File: src/verilog/pric_defines.svh
// Constants of the priority interrupt controller core.
// Assumes inclusion by bare name from the core's design files.
`ifndef PRIC_DEFINES_SVH
`define PRIC_DEFINES_SVH

// ****************************************************************
// Reset values
// ****************************************************************
`define PRIC_LOWEST_RST 3'h7
`define PRIC_MASK_RST 8'h00
`define PRIC_VEC_RST 8'h00
`define PRIC_RR_RST 1'b1
`define PRIC_RS_RST 1'b0
`define PRIC_SPURIOUS_LEVEL 3'h7

// ****************************************************************
// Command word fields
// ****************************************************************
`define PRIC_KIND_HI 4
`define PRIC_KIND_LO 3
`define PRIC_KIND_PRIORITY 2'h0
`define PRIC_KIND_READCTL 2'h1
`define PRIC_OP_HI 7
`define PRIC_OP_LO 5
`define PRIC_LVL_HI 2
`define PRIC_LVL_LO 0
`define PRIC_OP_ROT_AUTO_COMPLETION_MODE_CLR 3'h0
`define PRIC_OP_NSEOI 3'h1
`define PRIC_OP_NOP 3'h2
`define PRIC_OP_SEOI 3'h3
`define PRIC_OP_ROT_AUTO_COMPLETION_MODE_SET 3'h4
`define PRIC_OP_ROT_NSEOI 3'h5
`define PRIC_OP_SET_PRI 3'h6
`define PRIC_OP_ROT_SEOI 3'h7
`define PRIC_RC_ESMM 6
`define PRIC_RC_SMM 5
`define PRIC_RC_POLL 2
`define PRIC_RC_RR 1
`define PRIC_RC_RS 0

`endif

File: src/verilog/pric_pkg.sv
// Types shared by the priority interrupt controller core.
// Assumes nothing beyond a SystemVerilog compiler.
`default_nettype none
package pric_pkg;

   // ****************************************************************
   // Acknowledge sequencer states, Gray from IDLE to ARMED to VECTOR
   // ****************************************************************
   typedef enum logic [1:0] {
      PRIC_IDLE = 2'b00,
      PRIC_ARMED = 2'b01,
      PRIC_VECTOR = 2'b11
   } pric_state_type;

   // ****************************************************************
   // Carriers
   // ****************************************************************
   typedef struct packed {
      logic write;
      logic read;
      logic lowAddressBit;
      logic [7:0] data;
   } pric_bus_type;

   typedef struct packed {
      logic levelTriggerSelect;
      logic autoCompletionMode;
      logic specialNestingMode;
      logic [7:0] slaveLevels;
      logic [4:0] vectorBase;
   } pric_mode_type;

endpackage
`default_nettype wire

File: src/verilog/pric_core.sv
// Eight-level priority interrupt controller core.
// Assumes bus strobes and acknowledge are one-cycle pulses on ref_clk,
// request pins asynchronous, mode bits static after configuration.
//
// Functional notes
// RULE_01: Read-enable clear: status reads return zero, select bit ignored.
// RULE_02: Read-enable set: select 0 reads pending, select 1 in-service.
// RULE_03: After a poll write the next read is a poll read, overriding all.
// RULE_04: Raise CPU request for an unmasked request outranking all in service.
// RULE_05: An active-high request input sets its pending bit.
// RULE_06: First acknowledge freezes resolution, sets in-service, clears pending.
// RULE_07: First acknowledge leaves the data bus undriven.
// RULE_08: Second acknowledge drives the 8-bit vector of the acknowledged level.
// RULE_09: CPU answers a request with two acknowledges, vector on the second.
// RULE_10: Auto completion does a non-specific end at the final acknowledge end.
// RULE_11: Nothing pending at first acknowledge: level 7 vector, no in-service.
// RULE_12: Specific end clears the in-service bit named by the low bits.
// RULE_13: Non-specific end clears the highest-priority in-service bit.
// RULE_14: Normal nesting blocks requests at and below the in-service level.
// RULE_15: Special nesting lets a slave level re-enter while in service.
// RULE_16: Software ends slave first, ends master only if slave status zero.
// RULE_17: Special mask mode: a mask bit blocks only its own level.
// RULE_18: Special mask mode: non-specific end skips masked in-service bits.
// RULE_19: Priority rotates from a named lowest level; reset lowest is 7.
// RULE_20: Rotation makes the serviced level lowest; commands set it directly.
// RULE_21: Poll byte: bit 7 pending, bits 6-3 zero, bits 2-0 level.
// RULE_22: Read with address bit high returns mask, low returns status.
// RULE_23: Edge mode latches rising edges; level mode follows the input.
// RULE_24: Mask resets to zero; writing a one masks that level.
// RULE_25: Priority command decoded only when data bits 4 and 3 are zero.
// RULE_26: All state is clocked and reset to post-initialization defaults.
`default_nettype none
`timescale 1ns/1ps
`include "pric_defines.svh"
module pric_core (
   input wire logic ref_clk,
   input wire logic reset_n,
   input wire logic [7:0] requestInputs,
   input wire pric_pkg::pric_bus_type busReq,
   input wire logic interruptAcknowledge,
   input wire pric_pkg::pric_mode_type modeCfg,
   output logic [7:0] readData,
   output logic dataOutEnable,
   output logic cpuInterruptRequest
);

   // ****************************************************************
   // Helpers
   // ****************************************************************
   function automatic logic [7:0] oneHot(input logic [2:0] lvl);
      oneHot = 8'h01 << lvl;
   endfunction

   // Zero is the highest rank
   function automatic logic [2:0] priRank(input logic [2:0] lvl,
                                          input logic [2:0] low);
      priRank = lvl - low - 3'h1;
   endfunction

   function automatic logic [7:0] eligibleMask(input logic [7:0] req,
                                               input logic topValid,
                                               input logic [2:0] top,
                                               input logic [2:0] low,
                                               input logic nestSpecial,
                                               input logic [7:0] slaves);
      logic [2:0] lvl;
      logic ok;
      eligibleMask = 8'h00;
      for (int i = 0; i < 8; i++) begin
         lvl = 3'(i);
         ok = !topValid || (priRank(lvl, low) < priRank(top, low)) ||
              (nestSpecial && slaves[i] && (lvl == top));
         eligibleMask[i] = req[i] & ok;
      end
   endfunction

   // ****************************************************************
   // State
   // ****************************************************************
   logic [7:0] reqSync;
   logic [7:0] reqPrev_r;
   logic [7:0] irr_r, irr_nxt;
   logic [7:0] isr_r, isr_nxt;
   logic [7:0] mask_r, mask_nxt;
   logic [2:0] lowest_r, lowest_nxt;
   logic [2:0] ackLevel_r, ackLevel_nxt;
   logic rrEnable_r, rrEnable_nxt;
   logic rsSel_r, rsSel_nxt;
   logic smm_r, smm_nxt;
   logic pollPending_r, pollPending_nxt;
   logic rotAeoi_r, rotAeoi_nxt;
   logic [7:0] readData_nxt;
   logic dataOutEnable_nxt;
   logic cpu_interrupt_request_nxt;
   pric_pkg::pric_state_type state_r, state_nxt;

   pric_sync #(
      .WIDTH(8)
   ) u_reqSync (
      .ref_clk(ref_clk),
      .reset_n(reset_n),
      .asyncIn(requestInputs),
      .syncOut(reqSync)
   );

   // ****************************************************************
   // Command decode
   // ****************************************************************
   wire cmdWrite = busReq.write & ~busReq.lowAddressBit;
   wire maskWrite = busReq.write & busReq.lowAddressBit;
   wire [1:0] cmdKind = busReq.data[`PRIC_KIND_HI:`PRIC_KIND_LO];
   wire priCmd = cmdWrite & (cmdKind == `PRIC_KIND_PRIORITY); // [RULE_25]
   wire readCtl = cmdWrite & (cmdKind == `PRIC_KIND_READCTL);
   wire [2:0] priOp = busReq.data[`PRIC_OP_HI:`PRIC_OP_LO];
   wire [2:0] cmdLevel = busReq.data[`PRIC_LVL_HI:`PRIC_LVL_LO];
   wire opNs = (priOp == `PRIC_OP_NSEOI) | (priOp == `PRIC_OP_ROT_NSEOI);
   wire opSp = (priOp == `PRIC_OP_SEOI) | (priOp == `PRIC_OP_ROT_SEOI);
   wire opSetLow = (priOp == `PRIC_OP_SET_PRI) |
                   (priOp == `PRIC_OP_ROT_SEOI);

   // ****************************************************************
   // Priority resolution
   // ****************************************************************
   // In special mask mode, masked in-service levels neither block nor take a plain end
   wire [7:0] isrEff = smm_r ? (isr_r & ~mask_r) : isr_r; // [RULE_17] [RULE_18]
   wire isrFound;
   wire [2:0] isrTop;
   wire reqValid;
   wire [2:0] reqLevel;
   // A latched edge still needs the pin high when it is resolved
   wire [7:0] reqLive = irr_r & reqSync & ~mask_r; // [RULE_24]
   wire [7:0] eligible = eligibleMask(reqLive, isrFound, isrTop, lowest_r,
                                      modeCfg.specialNestingMode,
                                      modeCfg.slaveLevels); // [RULE_14] [RULE_15]

   pric_resolver u_isrRes (
      .reqVec(isrEff),
      .lowest(lowest_r),
      .found(isrFound),
      .level(isrTop)
   );

   pric_resolver u_reqRes (
      .reqVec(eligible),
      .lowest(lowest_r),
      .found(reqValid),
      .level(reqLevel)
   ); // [RULE_19]

   // ****************************************************************
   // Acknowledge and end-of-service
   // ****************************************************************
   wire stIdle = (state_r == pric_pkg::PRIC_IDLE);
   wire ackFirst = interruptAcknowledge & stIdle;
   wire ackSecond = interruptAcknowledge & (state_r == pric_pkg::PRIC_ARMED);
   wire pollRead = busReq.read & pollPending_r;
   wire takeLevel = (ackFirst | pollRead) & reqValid;
   wire [7:0] takeVec = takeLevel ? oneHot(reqLevel) : 8'h00; // [RULE_06]
   wire autoEoi = (state_r == pric_pkg::PRIC_VECTOR) &
                  modeCfg.autoCompletionMode; // [RULE_10]
   wire nsEoi = (priCmd & opNs) | autoEoi;
   wire [7:0] nsClr = (nsEoi & isrFound) ? oneHot(isrTop) : 8'h00; // [RULE_13]
   wire [7:0] spClr = (priCmd & opSp) ? oneHot(cmdLevel) : 8'h00; // [RULE_12]
   wire rotNs = (priCmd & (priOp == `PRIC_OP_ROT_NSEOI)) |
                (autoEoi & rotAeoi_r);
   wire [7:0] rise = reqSync & ~reqPrev_r;
   wire [7:0] vector = {modeCfg.vectorBase, ackLevel_r};

   // Taking a level wins over clearing it in the same cycle
   assign isr_nxt = (isr_r & ~(nsClr | spClr)) | takeVec;
   assign irr_nxt = modeCfg.levelTriggerSelect ? reqSync :
                    ((irr_r & ~takeVec) | rise); // [RULE_05] [RULE_23]
   assign mask_nxt = maskWrite ? busReq.data : mask_r; // [RULE_24]
   assign lowest_nxt = (rotNs & isrFound) ? isrTop :
                       (priCmd & opSetLow) ? cmdLevel : lowest_r; // [RULE_20]
   assign rotAeoi_nxt = (priCmd & (priOp == `PRIC_OP_ROT_AUTO_COMPLETION_MODE_SET)) ? 1'b1 :
                        (priCmd & (priOp == `PRIC_OP_ROT_AUTO_COMPLETION_MODE_CLR)) ? 1'b0 :
                        rotAeoi_r;
   assign ackLevel_nxt = !ackFirst ? ackLevel_r :
                         reqValid ? reqLevel : `PRIC_SPURIOUS_LEVEL; // [RULE_11]

   always_comb begin
      state_nxt = state_r;
      unique case (state_r)
         pric_pkg::PRIC_IDLE: begin
            if (interruptAcknowledge) begin
               state_nxt = pric_pkg::PRIC_ARMED;
            end
         end
         pric_pkg::PRIC_ARMED: begin
            if (interruptAcknowledge) begin
               state_nxt = pric_pkg::PRIC_VECTOR;
            end
         end
         pric_pkg::PRIC_VECTOR: begin
            state_nxt = pric_pkg::PRIC_IDLE;
         end
         default: begin
            state_nxt = pric_pkg::PRIC_IDLE;
         end
      endcase
   end

   // Held low while an acknowledge is in flight: resolution is frozen
   assign cpu_interrupt_request_nxt = stIdle & ~interruptAcknowledge & reqValid; // [RULE_04]

   // ****************************************************************
   // Read control and read data
   // ****************************************************************
   assign rrEnable_nxt = readCtl ? busReq.data[`PRIC_RC_RR] : rrEnable_r;
   assign rsSel_nxt = (readCtl & busReq.data[`PRIC_RC_RR]) ?
                      busReq.data[`PRIC_RC_RS] : rsSel_r; // [RULE_01]
   assign smm_nxt = (readCtl & busReq.data[`PRIC_RC_ESMM]) ?
                    busReq.data[`PRIC_RC_SMM] : smm_r;
   assign pollPending_nxt = (readCtl & busReq.data[`PRIC_RC_POLL]) |
                            (pollPending_r & ~busReq.read);

   wire [7:0] pollByte = {reqValid, 4'h0, reqLevel}; // [RULE_21]
   wire [7:0] statusByte = !rrEnable_r ? 8'h00 :
                           rsSel_r ? isr_r : irr_r; // [RULE_01] [RULE_02]
   wire [7:0] readMux = pollPending_r ? pollByte :
                        busReq.lowAddressBit ? mask_r :
                        statusByte; // [RULE_03] [RULE_22]

   // First acknowledge drives nothing; second drives the vector
   assign readData_nxt = ackSecond ? vector :
                         busReq.read ? readMux : readData; // [RULE_08]
   assign dataOutEnable_nxt = ackSecond | busReq.read; // [RULE_07]

   // ****************************************************************
   // Registers
   // ****************************************************************
   always_ff @(posedge ref_clk or negedge reset_n) begin
      if (!reset_n) begin
         reqPrev_r <= 8'h00;
         irr_r <= 8'h00;
         isr_r <= 8'h00;
         mask_r <= `PRIC_MASK_RST;
         lowest_r <= `PRIC_LOWEST_RST;
         ackLevel_r <= `PRIC_SPURIOUS_LEVEL;
         state_r <= pric_pkg::PRIC_IDLE;
      end else begin // [RULE_26]
         reqPrev_r <= reqSync;
         irr_r <= irr_nxt;
         isr_r <= isr_nxt;
         mask_r <= mask_nxt;
         lowest_r <= lowest_nxt;
         ackLevel_r <= ackLevel_nxt;
         state_r <= state_nxt;
      end
   end

   always_ff @(posedge ref_clk or negedge reset_n) begin
      if (!reset_n) begin
         rrEnable_r <= `PRIC_RR_RST;
         rsSel_r <= `PRIC_RS_RST;
         smm_r <= 1'b0;
         pollPending_r <= 1'b0;
         rotAeoi_r <= 1'b0;
         readData <= `PRIC_VEC_RST;
         dataOutEnable <= 1'b0;
         cpuInterruptRequest <= 1'b0;
      end else begin
         rrEnable_r <= rrEnable_nxt;
         rsSel_r <= rsSel_nxt;
         smm_r <= smm_nxt;
         pollPending_r <= pollPending_nxt;
         rotAeoi_r <= rotAeoi_nxt;
         readData <= readData_nxt;
         dataOutEnable <= dataOutEnable_nxt;
         cpuInterruptRequest <= cpu_interrupt_request_nxt;
      end
   end

   wire statusRead = busReq.read & ~pollPending_r & ~busReq.lowAddressBit;
endmodule
`default_nettype wire

File: src/verilog/pric_resolver.sv
// Rotating priority encoder: highest-priority set bit of a vector.
// Assumes lowest names the lowest-priority level; purely combinational.
`default_nettype none
`timescale 1ns/1ps
module pric_resolver (
   input wire logic [7:0] reqVec,
   input wire logic [2:0] lowest,
   output logic found,
   output logic [2:0] level
);

   logic [2:0] idx;

   assign found = |reqVec;

   // Walks from lowest to highest so the last hit is the winner
   always_comb begin
      level = 3'h0;
      idx = 3'h0;
      for (int k = 7; k >= 0; k--) begin
         idx = lowest + 3'(k) + 3'h1;
         if (reqVec[idx]) begin
            level = idx;
         end
      end
   end

endmodule
`default_nettype wire

File: src/verilog/pric_sync.sv
// Two-stage synchroniser for the request pins.
// Assumes inputs asynchronous to ref_clk, held long enough to sample.
`default_nettype none
`timescale 1ns/1ps
module pric_sync #(
   parameter int WIDTH = 8
) (
   input wire logic ref_clk,
   input wire logic reset_n,
   input wire logic [WIDTH-1:0] asyncIn,
   output logic [WIDTH-1:0] syncOut
);

   logic [WIDTH-1:0] meta_r;

   always_ff @(posedge ref_clk or negedge reset_n) begin
      if (!reset_n) begin
         meta_r <= '0;
         syncOut <= '0;
      end else begin
         meta_r <= asyncIn;
         syncOut <= meta_r;
      end
   end

endmodule
`default_nettype wire
File: config.mk
export PLATFORM = sky130hd
export DESIGN_NAME = pric_core
export DESIGN_NICKNAME = d
export VERILOG_FILES = /design/src/verilog/pric_pkg.sv /design/src/verilog/pric_core.sv /design/src/verilog/pric_resolver.sv /design/src/verilog/pric_sync.sv
export VERILOG_INCLUDE_DIRS = /design/src /design/src/verilog
export SDC_FILE = /design/constraint.sdc
export NUM_CORES = 1
export LEC_CHECK = 0
export ABC_AREA = 1
export BUFFER_PORTS_ARGS = -buffer_cell sky130_fd_sc_hd__buf_2
export CAP_MARGIN = 15
export CORE_ASPECT_RATIO = 1.4
export CORE_MARGIN = 2
export CORE_UTILIZATION = 60
export CTS_BUF_LIST = sky130_fd_sc_hd__clkbuf_4 sky130_fd_sc_hd__clkbuf_8 sky130_fd_sc_hd__clkbuf_16
export DETAILED_ROUTE_END_ITERATION = 10
export HOLD_SLACK_MARGIN = 0.1
export PLACE_DENSITY = 0.8
export SYNTH_ARGS = -nofsm -noshare
export SYNTH_HDL_FRONTEND = slang
export SYNTH_SLANG_ARGS = --single-unit
File: constraint.sdc
create_clock -name ref_clk -period 14.3 [get_ports ref_clk]
set_clock_uncertainty 0.05 [all_clocks]
set_input_delay 2.86 -clock ref_clk [delete_from_list [all_inputs] [get_ports ref_clk]]
set_output_delay 2.86 -clock ref_clk [all_outputs]
set_load 0.01 [all_outputs]
Yosys cells after proc, flatten, opt, wreduce, memory -nomap -nowiden
Cells that the tools add are included.

Add/sub/neg operators: 32. Multipliers: 0. Div/mod/pow operators: 0. Magnitude comparators: 16. Eq/ne operators: 18. Shifts and indexed selects: 3. Muxes and demuxes: 67. Bitwise logic cells: 56. Reduce and logical (&&, ||, !) cells: 43.

Operators by type and width (count): two-way mux 8 bit (11); two-way mux 3 bit (19); AND 8 bit (6); binary-select mux 1 bit (select 3 bit) (16); AND 1 bit (32); < comparator 3 x 4 -> 1 bit (second input constant) (8); inverter 8 bit (4); subtractor 3 x 1 -> 3 bit (second input constant) (9); adder 3 x 1 -> 3 bit (second input constant) (8); < comparator 3 bit (8); bitwise OR 8 bit (3); left shift 1 x 3 -> 8 bit (first input constant) (3); two-way mux 1 bit (18); logical AND 1 bit (16); logical OR 1 bit (16); OR reduction 8 bit (2); adder 3 bit (second input constant) (4); equality test 3 bit (first input constant) (4); equality test 3 bit (second input constant) (4); subtractor 3 bit (first input constant) (4); bitwise OR 1 bit (8); adder 3 x 2 -> 3 bit (second input constant) (2); equality test 2 x 3 -> 1 bit (first input constant) (2); logical NOT 3 bit (2); other kinds (16) (26).

Register bits: 71. Bits in latches: 0. RAM bits: 0. Memory bits (read-only): 0. Bits of input ports: 38. Output and inout bits: 10. Memories kept: 0.

Longest topological paths before layout
Depth in word-level cells: 35. Mapped depth: 53. Mapped depth without buffers: 48.

Hierarchy
A second synthesis with hierarchy kept.

Cells, all modules: 761. Area, all modules: 5318.9 um^2.

By module, submodules not included: pric_core (times used 1, cells an instance 455, area an instance 3309.4 um^2); pric_resolver (times used 2, cells an instance 145, area an instance 804.5 um^2); pric_sync (times used 1, cells an instance 16, area an instance 400.4 um^2).

Worst setup path before layout
No wires, ideal clock.

Kind: register to register. Start point: reg lowest_r[0]. End point: reg irr_r[2]. Arrival: 5.345 ns. Data required time: 14.130 ns. Slack: 8.785 ns. Stages on the path, launching flop included: 54. Path through: dfstp_2 -> buf_2 -> inv_2 -> buf_4 -> buf_2 -> ha_1 -> clkbuf_2 -> inv_1 -> buf_2 -> nand3_1 -> nand3_1 -> nand2_2 -> inv_2 -> nand2_1 -> nand2_1 -> nand2_1 -> nand2_1 -> nand2_1 -> (+18 left out) -> o21ai_1 -> nand3_1 -> nand3_1 -> nand2_1 -> nand2_1 -> nand2_1 -> nor2_1 -> nand2_1 -> nand3_1 -> nand2_1 -> nand2_1 -> nand2_1 -> nand2_1 -> nand2_2 -> nand2_2 -> nand3_1 -> nand2_1 -> nand2_1.

Cells in the longest elaborated chain, start to end: 34. Elaborated cells between the ends (all ways): 136.

Ends and longest elaborated chain: start: declaration (line pric_core.sv:85) `logic [2:0] lowest_r, lowest_nxt;`; start signal: assignment (line pric_core.sv:239) `` lowest_r <= `PRIC_LOWEST_RST; ``; start signal: assignment (line pric_core.sv:247) `lowest_r <= lowest_nxt;`; adder 3 bit (line pric_resolver.sv:21) `idx = lowest + 3'(k) + 3'h1;`; adder 3 x 1 -> 3 bit (line pric_resolver.sv:21); binary-select mux 1 bit (select 3 bit) (line pric_resolver.sv:22) `if (reqVec[idx]) begin`; two-way mux 1 bit (not written as such) (line pric_resolver.sv:22); two-way mux 3 bit (8 in series) (line pric_resolver.sv:22); subtractor 3 bit (line pric_core.sv:57) `priRank = lvl - low - 3'h1;`; subtractor 3 x 1 -> 3 bit (line pric_core.sv:57); < comparator 3 bit (line pric_core.sv:71) `ok = !topValid || (priRank(lvl, low) < priRank(top, low)) ||`; (+5 left out); two-way mux 3 bit (8 in series) (line pric_resolver.sv:22); left shift 1 x 3 -> 8 bit (line pric_core.sv:51) `oneHot = 8'h01 << lvl;`; two-way mux 8 bit (*) (line pric_core.sv:158) `wire [7:0] takeVec = takeLevel ? oneHot(reqLevel) : 8'h00;`; inverter 8 bit (*) (line pric_core.sv:172) `((irr_r & ~takeVec) | rise);`; AND 8 bit (*) (line pric_core.sv:172); bitwise OR 8 bit (*) (line pric_core.sv:172); two-way mux 8 bit (*) (line pric_core.sv:171) `assign irr_nxt = modeCfg.levelTriggerSelect ? reqSync :`; named net irr_nxt[2] (line pric_core.sv:82) `logic [7:0] irr_r, irr_nxt;`; end signal: assignment (line pric_core.sv:244) `irr_r <= irr_nxt;`; end: declaration (line pric_core.sv:82).

The timed path passes the listed nets; every way through them passes the cells marked *. The select of a mux whose other input is x is not followed. A chain may end at the register's enable or synchronous reset.

Worst setup path after layout
Start point: reg lowest_r[1]. End point: reg irr_r[0].

The elaborated chain is that of the path after synthesis.

==> out/results.txt <==
Status = finished, final reports clean
EDFF count, synth = 0
Core area = 8050 um^2
DIE WIDTH = 80.6 um
Slew Limit Fails = 0
Clock Pin Slew Worst Setup and Hold Paths = 0.06 ns
Net count after synthesis = 765
Critical path type = flop to flop
GRT overflow = 0
CTS Sinks = 71
Layout cells sized above 1 = 0.145
Top FF cell, synth = dfrtp_1
Max incr delay on CP = 0.82 ns
CP required = 14.46 ns
Pin slew with the least headroom to its limit = 0.892 ns
Share of the synthesized area in the top cell type = 0.325
Post-Syn Instances = 718
Number of fill cells = 711
Vias = 5275
Critical path's slowest cell = ha_1
Worst relative slew slack = 0.405
Clock Path Buffers = 2
Final setup violation count = 0
Routed Antenna Nets = 0
Worst Path Max Fanout = 17
Worst EP arrival = 7.45 ns
Number of max-cap violations = 0
Die ar. = 8960 um^2
# diodes = 0
Syn Area/Cell = 6.86 um^2
Worst Setup End Kind = flop
Synth Register Bits = 71
DR pass1 iterations = 7
I/O Buffers = 47
Final setup margin = 7.02 ns
Cts bufs inserted = 9
Hold Crit Class = flop to flop
Period utilization = 0.509
CTS root buf = clkbuf_16
First-pass GRT wire length = 24.3 mm
Setup repair after global routing missed its margin = false
Remaining DRCs = 0
Final nets = 807
Vias per inst = 6.08
Fmax = 137 MHz
Post-place setup slack = 7.18 ns
Initial antenna violation count = 0
Ys async rst share = 1.00
Final Cell Area = 5500 um^2
WL final = 15.1 mm
Ranking of synthesized cells by area = dfrtp_1 32%, nand2_1 16%, nand3_1 11%
Post-CTS Hold Fix Bufs = 0
Post-CTS setup buffers = 0
Final hold violation count = 0
Placed cell area = 5230 um^2
CTS tree = done
Setup TNS = 0 ns
Post-Syn Area = 4930 um^2
Row cnt = 39
Clk_lat worst skew = 0.34 ns
Area Growth Syn to Fin = 11.7%
Crit path launch type = flop
Vias in the first global route = 4885
Die Y = 111 um
CTS-repair resized insts = 0
Initial core utilization = 0.612
GRT Total Usage = 0.355
CP dominant cell by count = nand2_1
Detailed placer's ending HPWL = 11.4 mm
WL/cell = 17.4 um
Fin crit period = 7.28 ns
Synth cell count leaders = 205 x nand2_1, 111 x nand3_1, 77 x inv_1, 64 x dfrtp_1, 44 x nor2_1
H-tree Lvls = 3
Yosys top cell by area = dfrtp_1
DRT iter0 DRCs = 555
Count leader, synth = nand2_1
YS warnings = 0
Largest net degree at the start of global routing = 72
I/O pins = 48
Netlist cell types = 48
RD Place Congestion = 1.09
Post-synthesis sequential area ratio = 0.362
==> worst max-delay path: cells and delay by family (launching register included) <==
kind / cells / cell delay, ns
and+or+nand+nor: 20 / 2.26
adders and majority gates: 3 / 1.55
buffers and inverters: 8 / 1.53
AOI/OAI and AO/OA: 5 / 0.85
DFF: 1 / 0.70
xor gates and xnor gates: 1 / 0.19
==> final cells by class <==
cell class	count	area [um^2]	share of cell area
Clock buffer	11	240	0.0437
Clock inverter	5	37.5	0.00682
Inverter	88	332	0.0603
Multi-Input combinational cell	541	2730	0.496
Sequential cell	71	1790	0.324
Tap cell	102	128	0.0232
Timing Repair Buffer	49	250	0.0455
==> per-stage QoR <==
stage / util / cells / hold slack (ns)
floorplan: - / 718 / 0.281
global placement: 0.649 / 851 / 0.283
CTS: 0.683 / 867 / 0.298
global route: 0.683 / 867 / 0.306
detailed placement: 0.649 / 851 / 0.285
finish: 0.683 / 867 / 0.296
==> sequential cells by signal (all words and copies together) (netlist names) <==
register / count
smm_r: 1
cpuInterruptRequest: 1
dataOutEnable: 1
u_reqSync.syncOut: 8
isr_r: 8
readData: 8
pollPending_r: 1
rotAeoi_r: 1
rrEnable_r: 1
rsSel_r: 1
reqPrev_r: 8
irr_r: 8
mask_r: 8
state_r: 2
u_reqSync.meta_r: 8
lowest_r: 3
ackLevel_r: 3
==> cells by family after synthesis <==
logic type                 count (synthesis)  synth area share
and+or+nand+nor                          413             0.378
AOI/OAI and AO/OA                        115             0.142
buffers and inverters                    106            0.0838
xor gates and xnor gates                   3           0.00838
DFF                                       71             0.362
adders and majority gates                  9            0.0244
muxes                                      1           0.00203
==> worst paths after layout <==
path / start / slack, ns / end / depth (start not counted)
worst max-delay path: lowest_r[1] / 7.02 / irr_r[0] / 37
worst min-delay path: u_reqSync.meta_r[4] / 0.30 / u_reqSync.syncOut[4] / 0
worst max register to register: lowest_r[1] / 7.02 / irr_r[0] / 37
worst min register to register: u_reqSync.meta_r[4] / 0.30 / u_reqSync.syncOut[4] / 0
max in group asynchronous: reset_n / 10.94 / irr_r[5] / 2
min in group asynchronous: reset_n / 2.67 / mask_r[6] / 2
==> routing by layer <==
metal | GRT usage | wire length (um) | vias up
met5 | 0 | 0 | -
met4 | 0.203 | 894 | 0
met3 | 0.0440 | 902 | 55
met2 | 0.592 | 7580 | 273
met1 | 0.436 | 5680 | 2458
li1 | - | - | 2489
==> cells in the final DEF (no fill, tap or decap), types with 4 or more instances in the layout <==
cell type  synthesis  final
nand2_1          205    205
nand3_1          111    111
inv_1             77     77
dfrtp_1           64     64
buf_2              7     47
nor2_1            44     44
o21ai_0           40     40
a21oi_1           29     29
nand4_1           17     17
nand2_2           10     10
inv_2              9      9
o21ai_1            9      9
clkbuf_16          0      9
ha_1               8      8
dfstp_2            7      7
nor3_1             6      6
nor4_1             5      5
o221ai_1           5      5
o22ai_1            5      5
nand3_2            4      4
a31oi_1            4      4
o311ai_0           4      4
Power is not shown: default switching activity piles up to over one toggle a cycle in this logic, so the estimate is an artifact.
